## src/common/tcap_pkg.sv

```systemverilog
// Package: constants, enums and carrier structs for the Type-C attach and power controller
package tcap_pkg;

  // Register byte offsets
  localparam logic [11:0] TCAP_CTRL_OFS   = 12'h000;
  localparam logic [11:0] TCAP_STATUS_OFS = 12'h004;
  localparam logic [11:0] TCAP_ID_OFS     = 12'h008;

  // Control field positions
  localparam int TCAP_CTRL_ROLE_LSB  = 0;  // 2 bits
  localparam int TCAP_CTRL_ADV_LSB   = 2;  // 2 bits
  localparam int TCAP_CTRL_FRS_EN    = 4;
  localparam int TCAP_CTRL_FRS_SEND  = 5;
  localparam int TCAP_CTRL_VCONN_EN  = 6;
  localparam int TCAP_CTRL_HV_EN     = 7;
  localparam int TCAP_CTRL_SAFE0     = 8;
  localparam int TCAP_CTRL_DB_OFF    = 9;
  localparam int TCAP_CTRL_FRS_CLR   = 10;
  localparam logic [31:0] TCAP_CTRL_RESET = 32'h0000_0000;

  // Dual-role toggle half period and safe-zero timeout
  localparam int TCAP_CLK_HZ       = 20_000_000;
  localparam int TCAP_DRP_HALF_US  = 35_000;
  localparam int TCAP_DRP_CYC      = TCAP_DRP_HALF_US * (TCAP_CLK_HZ / 1_000_000);
  localparam int TCAP_SAFE0_MS     = 650;
  localparam int TCAP_SAFE0_CYC    = TCAP_SAFE0_MS * (TCAP_CLK_HZ / 1000);

  typedef enum logic [1:0] {TCAP_ROLE_SRC, TCAP_ROLE_SNK, TCAP_ROLE_DRP} tcap_role_t;
  typedef enum logic [1:0] {TCAP_ADV_DEF, TCAP_ADV_1P5, TCAP_ADV_3P0} tcap_adv_t;
  typedef enum logic [1:0] {TCAP_PIN_OPEN, TCAP_PIN_RD, TCAP_PIN_RA} tcap_pin_t;
  typedef enum logic [2:0] {
    TCAP_CONN_NONE, TCAP_CONN_SINK, TCAP_CONN_CABLE, TCAP_CONN_CABLE_SINK,
    TCAP_CONN_DEBUG, TCAP_CONN_AUDIO, TCAP_CONN_SOURCE
  } tcap_conn_t;

  // Per-pin comparator results from the analog front end
  typedef struct packed {
    logic below_sink_detect;   // Below sink_detect_threshold for selected level
    logic below_cable_term;    // Below cable_termination_threshold
    logic below_role_swap;     // Below role_swap_detect_threshold
    logic [1:0] sink_adv;      // Partner pull-up level seen as a sink
  } tcap_cmp_t;

  // Per-pin analog controls
  typedef struct packed {
    logic pullup_en;           // source_pullup_current on
    logic pulldown_en;         // trimmed_sink_pulldown on
    logic role_swap_pd;        // role_swap_signal_pulldown on
    logic vconn_en;            // cable_supply_switch routed here
  } tcap_pinctl_t;

endpackage

```

## src/rtl/tcap_top.sv

```systemverilog
// Type-C attach detection, orientation and power control with an APB register port
//
// Added by the designer: the register addresses and register access over APB.
`timescale 1ns/10ps
`default_nettype none
module tcap_top #(
  parameter int DRP_CYC   = tcap_pkg::TCAP_DRP_CYC,
  parameter int SAFE0_CYC = tcap_pkg::TCAP_SAFE0_CYC,
  parameter logic [31:0] ID_VALUE = 32'h0000_5A01  // Arbitrary identification value
) (
  input  wire logic                 pclk,
  input  wire logic                 presetn,
  input  wire logic                 psel,
  input  wire logic                 penable,
  input  wire logic                 pwrite,
  input  wire logic [11:0]          paddr,
  input  wire logic [31:0]          pwdata,
  output logic      [31:0]          prdata,
  output logic                      pready,
  output logic                      pslverr,
  input  wire tcap_pkg::tcap_cmp_t  cmp_a,
  input  wire tcap_pkg::tcap_cmp_t  cmp_b,
  input  wire logic                 vbus_present,
  input  wire logic                 vbus_above_safe5v,
  input  wire logic                 vbus_at_safe0v,
  input  wire logic                 cable_input_good,
  output tcap_pkg::tcap_pinctl_t    ctl_a,
  output tcap_pkg::tcap_pinctl_t    ctl_b,
  output logic      [1:0]           adv_level,
  output logic                      vbus_source_en,
  output logic                      high_voltage_path_en,
  output logic                      vbus_pulldown_en,
  output logic                      deadbattery_pulldown_off
);

  // Counters need at least two states to time anything
  if (DRP_CYC < 2 || SAFE0_CYC < 2) begin : g_bad_counts
    $error("tcap_top: counts too small");
  end

  // APB decode
  wire logic acc      = psel & penable;
  wire logic wr       = acc & pwrite;
  wire logic hit_ctrl = paddr == tcap_pkg::TCAP_CTRL_OFS;
  wire logic hit_stat = paddr == tcap_pkg::TCAP_STATUS_OFS;
  wire logic hit_id   = paddr == tcap_pkg::TCAP_ID_OFS;
  wire logic hit_any  = hit_ctrl | hit_stat | hit_id;

  logic [31:0] ctrl_reg;
  wire logic [1:0] role_bits = ctrl_reg[tcap_pkg::TCAP_CTRL_ROLE_LSB +: 2];
  wire logic [1:0] adv_bits  = ctrl_reg[tcap_pkg::TCAP_CTRL_ADV_LSB +: 2];
  wire logic frs_en    = ctrl_reg[tcap_pkg::TCAP_CTRL_FRS_EN];
  wire logic frs_send  = ctrl_reg[tcap_pkg::TCAP_CTRL_FRS_SEND];
  wire logic vconn_req = ctrl_reg[tcap_pkg::TCAP_CTRL_VCONN_EN];
  wire logic hv_en     = ctrl_reg[tcap_pkg::TCAP_CTRL_HV_EN];
  wire logic safe0_req = ctrl_reg[tcap_pkg::TCAP_CTRL_SAFE0];
  wire logic db_off    = ctrl_reg[tcap_pkg::TCAP_CTRL_DB_OFF];

  // Control register; clear strobe bit never stored
  always_ff @(posedge pclk or negedge presetn) begin
    if (!presetn) begin
      ctrl_reg <= tcap_pkg::TCAP_CTRL_RESET;
    end else if (wr && hit_ctrl) begin
      ctrl_reg <= {22'h0, pwdata[9:0]};
    end
  end

  // Effective role; a role swap overrides the configured role
  logic swapped_reg;
  logic swap_to_src_reg;
  wire logic cfg_src = role_bits == 2'h0;
  wire logic cfg_drp = role_bits == 2'h2;

  // Dual-role toggle timer
  logic [31:0] drp_cnt_reg;
  logic        drp_src_reg;
  logic [1:0]  attached_conn;
  wire  logic  attached = attached_conn != 2'h0;

  // Toggle Rp and Rd while nothing is attached
  always_ff @(posedge pclk or negedge presetn) begin
    if (!presetn) begin
      drp_cnt_reg <= 32'h0000_0000;
      drp_src_reg <= 1'b1;
    end else if (!cfg_drp || attached) begin
      drp_cnt_reg <= 32'h0000_0000;
    end else if (drp_cnt_reg == 32'(DRP_CYC - 1)) begin
      drp_cnt_reg <= 32'h0000_0000;
      drp_src_reg <= ~drp_src_reg;
    end else begin
      drp_cnt_reg <= drp_cnt_reg + 32'h0000_0001;
    end
  end

  wire logic base_src = cfg_src | (cfg_drp & drp_src_reg);
  wire logic act_src  = swapped_reg ? swap_to_src_reg : base_src;

  // Pin classification from the comparators
  wire tcap_pkg::tcap_pin_t pin_a =
    cmp_a.below_cable_term  ? tcap_pkg::TCAP_PIN_RA :
    cmp_a.below_sink_detect ? tcap_pkg::TCAP_PIN_RD :
                              tcap_pkg::TCAP_PIN_OPEN;
  wire tcap_pkg::tcap_pin_t pin_b =
    cmp_b.below_cable_term  ? tcap_pkg::TCAP_PIN_RA :
    cmp_b.below_sink_detect ? tcap_pkg::TCAP_PIN_RD :
                              tcap_pkg::TCAP_PIN_OPEN;

  // Classify the pair of pins as a source sees it
  tcap_pkg::tcap_conn_t src_conn;
  logic                 src_orient;
  always_comb begin
    src_conn   = tcap_pkg::TCAP_CONN_NONE;
    src_orient = 1'b0;
    unique case ({pin_a, pin_b})
      {tcap_pkg::TCAP_PIN_RD, tcap_pkg::TCAP_PIN_OPEN}: begin
        src_conn = tcap_pkg::TCAP_CONN_SINK;
      end
      {tcap_pkg::TCAP_PIN_OPEN, tcap_pkg::TCAP_PIN_RD}: begin
        src_conn   = tcap_pkg::TCAP_CONN_SINK;
        src_orient = 1'b1;
      end
      {tcap_pkg::TCAP_PIN_RA, tcap_pkg::TCAP_PIN_OPEN}: begin
        src_conn = tcap_pkg::TCAP_CONN_CABLE;
      end
      {tcap_pkg::TCAP_PIN_OPEN, tcap_pkg::TCAP_PIN_RA}: begin
        src_conn   = tcap_pkg::TCAP_CONN_CABLE;
        src_orient = 1'b1;
      end
      {tcap_pkg::TCAP_PIN_RA, tcap_pkg::TCAP_PIN_RD}: begin
        src_conn   = tcap_pkg::TCAP_CONN_CABLE_SINK;
        src_orient = 1'b1;
      end
      {tcap_pkg::TCAP_PIN_RD, tcap_pkg::TCAP_PIN_RA}: begin
        src_conn = tcap_pkg::TCAP_CONN_CABLE_SINK;
      end
      {tcap_pkg::TCAP_PIN_RD, tcap_pkg::TCAP_PIN_RD}: begin
        src_conn = tcap_pkg::TCAP_CONN_DEBUG;
      end
      {tcap_pkg::TCAP_PIN_RA, tcap_pkg::TCAP_PIN_RA}: begin
        src_conn = tcap_pkg::TCAP_CONN_AUDIO;
      end
      default: begin
        src_conn = tcap_pkg::TCAP_CONN_NONE;
      end
    endcase
  end

  // Connection state and orientation
  tcap_pkg::tcap_conn_t conn_reg;
  logic                 orient_reg;
  logic                 frs_flag_reg;
  wire logic mon_a_high = !cmp_a.below_sink_detect;
  wire logic mon_b_high = !cmp_b.below_sink_detect;
  wire logic mon_pin_high = orient_reg ? mon_b_high : mon_a_high;

  // Detach: sink pin only for Rd cases, either pin for accessories
  logic src_detach;
  always_comb begin
    src_detach = 1'b0;
    unique case (conn_reg)
      tcap_pkg::TCAP_CONN_SINK:       src_detach = mon_pin_high;
      tcap_pkg::TCAP_CONN_CABLE_SINK: src_detach = mon_pin_high;
      tcap_pkg::TCAP_CONN_CABLE: begin
        src_detach = (orient_reg ? !cmp_b.below_cable_term : !cmp_a.below_cable_term)
                   | (src_conn != tcap_pkg::TCAP_CONN_CABLE);
      end
      tcap_pkg::TCAP_CONN_DEBUG:      src_detach = mon_a_high | mon_b_high;
      tcap_pkg::TCAP_CONN_AUDIO: begin
        src_detach = !cmp_a.below_cable_term | !cmp_b.below_cable_term;
      end
      default: src_detach = 1'b0;
    endcase
  end

  // Sink side orientation from whichever pin carries the pull-up
  wire logic snk_orient = cmp_b.sink_adv > cmp_a.sink_adv;
  wire logic frs_detect = !act_src & frs_en & (conn_reg == tcap_pkg::TCAP_CONN_SOURCE)
                        & (orient_reg ? cmp_b.below_role_swap : cmp_a.below_role_swap);

  // Attach state machine
  always_ff @(posedge pclk or negedge presetn) begin
    if (!presetn) begin
      conn_reg   <= tcap_pkg::TCAP_CONN_NONE;
      orient_reg <= 1'b0;
    end else if (act_src) begin
      if (conn_reg == tcap_pkg::TCAP_CONN_NONE || conn_reg == tcap_pkg::TCAP_CONN_SOURCE) begin
        conn_reg   <= src_conn;
        orient_reg <= src_orient;
      end else if (conn_reg == tcap_pkg::TCAP_CONN_CABLE
                   && src_conn == tcap_pkg::TCAP_CONN_CABLE_SINK) begin
        conn_reg   <= src_conn;
        orient_reg <= src_orient;
      end else if (src_detach) begin
        conn_reg <= tcap_pkg::TCAP_CONN_NONE;
      end
    end else begin
      if (!vbus_present) begin
        conn_reg <= tcap_pkg::TCAP_CONN_NONE;
      end else if (conn_reg != tcap_pkg::TCAP_CONN_SOURCE) begin
        conn_reg   <= tcap_pkg::TCAP_CONN_SOURCE;
        orient_reg <= snk_orient;
      end
    end
  end

  assign attached_conn = (conn_reg == tcap_pkg::TCAP_CONN_NONE) ? 2'h0 : 2'h1;

  // Fast role swap: flag and role override; set wins over clear
  always_ff @(posedge pclk or negedge presetn) begin
    if (!presetn) begin
      frs_flag_reg    <= 1'b0;
      swapped_reg     <= 1'b0;
      swap_to_src_reg <= 1'b0;
    end else begin
      if (frs_detect) begin
        frs_flag_reg    <= 1'b1;
        swapped_reg     <= 1'b1;
        swap_to_src_reg <= 1'b1;
      end else if (act_src && frs_en && frs_send && conn_reg == tcap_pkg::TCAP_CONN_SINK) begin
        swapped_reg     <= 1'b1;
        swap_to_src_reg <= 1'b0;
      end else if (wr && hit_ctrl && pwdata[tcap_pkg::TCAP_CTRL_FRS_CLR]) begin
        frs_flag_reg <= 1'b0;
        swapped_reg  <= 1'b0;
      end
    end
  end

  // Cable supply switch: closes only with input good, then latched
  logic vconn_on_reg;
  wire logic vconn_want = act_src & vconn_req & (conn_reg == tcap_pkg::TCAP_CONN_CABLE_SINK);
  always_ff @(posedge pclk or negedge presetn) begin
    if (!presetn) begin
      vconn_on_reg <= 1'b0;
    end else if (!vconn_want) begin
      vconn_on_reg <= 1'b0;
    end else if (!vconn_on_reg && cable_input_good) begin
      vconn_on_reg <= 1'b1;
    end
  end

  // VBUS discharge: to vSafe5V when path off, to vSafe0V on request with timeout
  logic [31:0] safe0_cnt_reg;
  logic        safe0_timeout_reg;
  always_ff @(posedge pclk or negedge presetn) begin
    if (!presetn) begin
      safe0_cnt_reg     <= 32'h0000_0000;
      safe0_timeout_reg <= 1'b0;
    end else if (!safe0_req || vbus_at_safe0v) begin
      safe0_cnt_reg     <= 32'h0000_0000;
      safe0_timeout_reg <= 1'b0;
    end else if (safe0_cnt_reg == 32'(SAFE0_CYC - 1)) begin
      safe0_timeout_reg <= 1'b1;
    end else begin
      safe0_cnt_reg <= safe0_cnt_reg + 32'h0000_0001;
    end
  end

  wire logic safe5_pd = !hv_en & vbus_above_safe5v;
  wire logic safe0_pd = safe0_req & !vbus_at_safe0v;
  wire logic src_pow  = act_src & ((conn_reg == tcap_pkg::TCAP_CONN_SINK)
                      | (conn_reg == tcap_pkg::TCAP_CONN_CABLE_SINK));

  // Pin controls; VCONN goes to the Ra pin, opposite the sink pin
  always_comb begin
    ctl_a = '0;
    ctl_b = '0;
    ctl_a.pullup_en    = act_src;
    ctl_b.pullup_en    = act_src;
    ctl_a.pulldown_en  = !act_src & db_off;
    ctl_b.pulldown_en  = !act_src & db_off;
    ctl_a.vconn_en     = vconn_on_reg & orient_reg;
    ctl_b.vconn_en     = vconn_on_reg & !orient_reg;
    ctl_a.role_swap_pd = act_src & frs_en & frs_send & !orient_reg;
    ctl_b.role_swap_pd = act_src & frs_en & frs_send & orient_reg;
  end

  assign adv_level                = adv_bits;
  assign vbus_source_en           = src_pow;
  assign high_voltage_path_en     = hv_en;
  assign vbus_pulldown_en         = safe5_pd | safe0_pd;
  assign deadbattery_pulldown_off = db_off;

  // Read mux; unmapped addresses answer with slave error
  wire logic [31:0] status_word = {19'h00000, safe0_timeout_reg, vconn_on_reg,
                                   swapped_reg, frs_flag_reg, act_src, orient_reg,
                                   1'b0, conn_reg, vbus_present, 1'b0, 1'b0};
  assign pready  = 1'b1;
  assign pslverr = acc & !hit_any;

  // Registered read data captured in the setup cycle
  always_ff @(posedge pclk or negedge presetn) begin
    if (!presetn) begin
      prdata <= 32'h0000_0000;
    end else if (psel && !penable && !pwrite) begin
      prdata <= hit_ctrl ? ctrl_reg : hit_stat ? status_word : hit_id ? ID_VALUE : 32'h0000_0000;
    end
  end

endmodule
`default_nettype wire

```

## config.mk

```make
export PLATFORM = sky130hd
export DESIGN_NAME = tcap_top
export DESIGN_NICKNAME = d
export VERILOG_FILES = /design/src/common/tcap_pkg.sv /design/src/rtl/tcap_top.sv
export SDC_FILE = /design/constraint.sdc
export NUM_CORES = 1
export LEC_CHECK = 0
export BUFFER_PORTS_ARGS = -buffer_cell sky130_fd_sc_hd__buf_2
export CAP_MARGIN = 10
export CORE_MARGIN = 2
export CORE_UTILIZATION = 28
export CTS_CLUSTER_DIAMETER = 40
export DETAILED_ROUTE_END_ITERATION = 12
export PLACE_DENSITY = 0.44
export SLEW_MARGIN = 20
export SYNTH_ARGS = -nofsm -noshare
export SYNTH_HDL_FRONTEND = slang
export SYNTH_SLANG_ARGS = --single-unit
```

## constraint.sdc

```tcl
create_clock -name pclk -period 5.35 [get_ports pclk]
set_clock_uncertainty 0.1 [all_clocks]
set_input_delay 1.07 -clock pclk [delete_from_list [all_inputs] [get_ports pclk]]
set_output_delay 1.07 -clock pclk [all_outputs]
set_load 0.02 [all_outputs]
```

==> out/qor.txt <==
status: finished, final reports clean
Tcrit/Tclk final: 63.7%
Switching Share: 26.9%
number of flops mapped to enable cells by yosys: 0
xor/xnor cell area share of the yosys netlist: 9.03%
TritonRoute pass-1 iters: 5
CTS H-tree lvls: 3
via count of the first global-routing pass: 4121
initial antenna violation count: 0
hold path start: prdata[9]
Worst R2R Start: drp_src_reg
clk slew on worst S/H paths: 0.07 ns
r2r setup slk: 2.85 ns
critical path capture point type: output pin
Final Non-Filler Cells: 856
Hold Path Stages: 2
Post-Synth Adder-Cell Area: 1.41%
Initial Util: 28.5%
Setup Buffers After CTS: 0
grt ovf: 0
Post-Synth Simple-Gate Area: 26.4%
internal cell power: 0.00118 W
Total GRT Usage: 13.0%
final worst path period need: 3.41 ns
Critical Path Source Type: register
CP max FO: 12
core area: 18700 µm²
Resized cells post-CTS: 0
count of final setup violators: 0
I/O pin total: 111
PortBufs: 70
clock sinks: 98
share of cells above drive strength 1: 17.8%
r2r endpoint: orient_reg
Nets: 686
Worst-Skew Late Latency: 0.35 ns
dpl cells: 840
WL/cell: 14.7 µm
row cnt: 50
Setup Slack @ Placement: 1.98 ns
Cell Area, Synth: 5340 µm²
CTS Buf Count: 9
CTS Buffer Depth: 2
die area: 20200 µm²
ys async rst share: 100%
register share of total power: 48.8%
ys flop type: dfrtp_1
worst vdd ir: 0.119 mV
combinational power share: 10.2%
leakage power: 2.64 nW
register area share after synthesis: 46.0%
Remaining DRCs: 0
Worst Tran Pin Value: 1.04 ns
mean number of vias per cell: 4.88
CTS Hold Bufs: 0
first-pass GRT wire length: 21200 µm
RSZ-0062 raised after global routing: false
Routed WL: 12600 µm
CTS Root Cell: clkbuf_16
PwrDens: 264 nW/µm²
synth unique cells: 58
mux cell area share after synthesis: 2.70%
CTS tree: done
ANT nets after route: 0
Die W: 142 µm
Iteration-0 DRC Markers: 281
Hold WC Path Type: register to register
max-cap violations: 0
TNS Setup: 0 ns
post-synthesis compound-gate area fraction: 8.09%
largest family of logic cells by synthesized area: simple AND/OR/NAND/NOR gates
Gate Count Post-Synth: 561
GP Congestion: 0.849
clock power share: 41.0%
area grow syn2layout: 14.5%
# fillers: 1949
Final Max Tran Viols: 0
fmax: 294 MHz
R2R depth: 5
Worst EP arrival: 2.24 ns
Synth warnings: 0
largest net degree at the start of global routing: 52
Die Ht: 142 µm
dpl hpwl: 8870 µm
Synth Register Bits: 98
Final Hold Viols: 0
Final Total Pwr: 0.00162 W
Post-Syn Area per Cell: 9.51 µm²
Hold Path Sink: prdata[9]
Vias: 4175
WS Path Type: register to output pin
P_sw: 0.000434 W
Final WS setup: 1.94 ns
n_diodes: 0
required time of the critical path: 4.18 ns
Core Util, Final: 32.7%
relative slew slack: 30.3%
[critical path, stage by stage, from the launching register on]
cell      delay (ns)
dfstp_2         0.38
nand2b_1        0.14
a22oi_1         0.79
inv_1           0.32
buf_2           0.26
[layout by cell type, fill, tap and decap left out, types with 4 or more instances in the layout]
cell	instances
buf_2	69
or3_1	5
nand2_1	37
nor3_1	18
conb_1	19
dfrtp_1	97
inv_1	19
xnor2_1	27
ha_1	6
and4_1	7
and2_1	6
nand4_1	19
nor2b_1	8
xor2_1	28
nor4b_1	5
buf_4	4
nand2b_1	7
mux2_2	11
nand3_1	21
clkbuf_16	9
and3_1	9
nor4_1	19
a22o_1	4
nor3b_1	4
o31ai_1	4
a21oi_1	17
o21ai_0	8
a222oi_1	6
nor2_1	79
[cells in the mapped netlist, types with 3 or more instances]
cell      instances  share of area (%)
a222oi_1          6                1.1
nor3_1           18                1.7
xor2_1           28                4.6
or3_1             5               0.59
nand3b_1          3               0.42
and2_1            6               0.70
o31ai_1           4               0.56
nand3_1          21                2.0
nor3b_1           4               0.56
a211oi_1          3               0.42
nor4b_1           5               0.82
nand2b_1          7               0.82
ha_1              6                1.4
mux2_2           11                2.3
clkbuf_1         17                1.2
nor2_1           79                5.6
xnor2_1          27                4.4
o211ai_1          3               0.42
and3_1            9                1.1
a22o_1            4               0.66
a21oi_1          17                1.6
nand4_1          19                2.2
inv_1            19                1.3
nor4_1           19                2.2
o21ai_0           8               0.75
buf_4            24                3.4
buf_2             3               0.28
nand2_1          37                2.6
nor2b_1           8               0.94
and4_1            7                1.1
dfrtp_1          97                 45
[power by group through the flow]
stage	sequential [W]	combinational (W)	clock (W)
global placement	0.000802	0.000160	0
global route	0.000793	0.000186	0.000722
CTS	0.000788	0.000166	0.000689
floorplan	0.000778	0.000129	0
finish	0.000788	0.000164	0.000663
detailed placement	0.000803	0.000164	0
[layer usage]
metal | track usage, % | wire length (µm) | vias up
met5 | 0 | 0 | -
met4 | 4.79 | 193 | 0
met3 | 2.36 | 503 | 15
met2 | 20.5 | 5630 | 100
met1 | 17.7 | 6230 | 2005
li1 | - | - | 2055
[worst max-delay path by stage]
stage	from	to	slack, ns	depth (start not counted)
global route	drp_src_reg	ctl_b[3]	1.78	4
finish	drp_src_reg	ctl_a[3]	1.94	4
floorplan	vbus_at_safe0v	vbus_pulldown_en	2.25	4
detailed placement	paddr[5]	pslverr	1.98	6
CTS	drp_src_reg	ctl_a[3]	1.93	4
global placement	paddr[5]	pslverr	1.97	6
[metrics by stage]
step,area [µm²],hold WS [ns]
6_report,6110,0.382
5_1_grt,6110,0.405
4_1_cts,6100,0.389
3_5_place_dp,5800,0.372
3_3_place_gp,5800,0.355
2_1_floorplan,5400,0.350
[cell type report]
class	count	area, µm²	share of cell area (%)
clock inverters	7	73.8	1.21
inverters	19	71.3	1.17
flip-flops and latches	98	2450	40.2
well taps	234	293	4.79
multi-input cells	416	2620	42.8
clock buffers	9	225	3.69
repair buffers	73	375	6.14
[kinds of logic after synthesis]
logic type / count (synthesis)
other cells: 2
flops: 98
buf+inv: 64
fa+ha+maj: 6
mux: 13
xor+xnor: 55
compound gates: 61
simple gates: 262
Power figures use the tool's default switching activity.
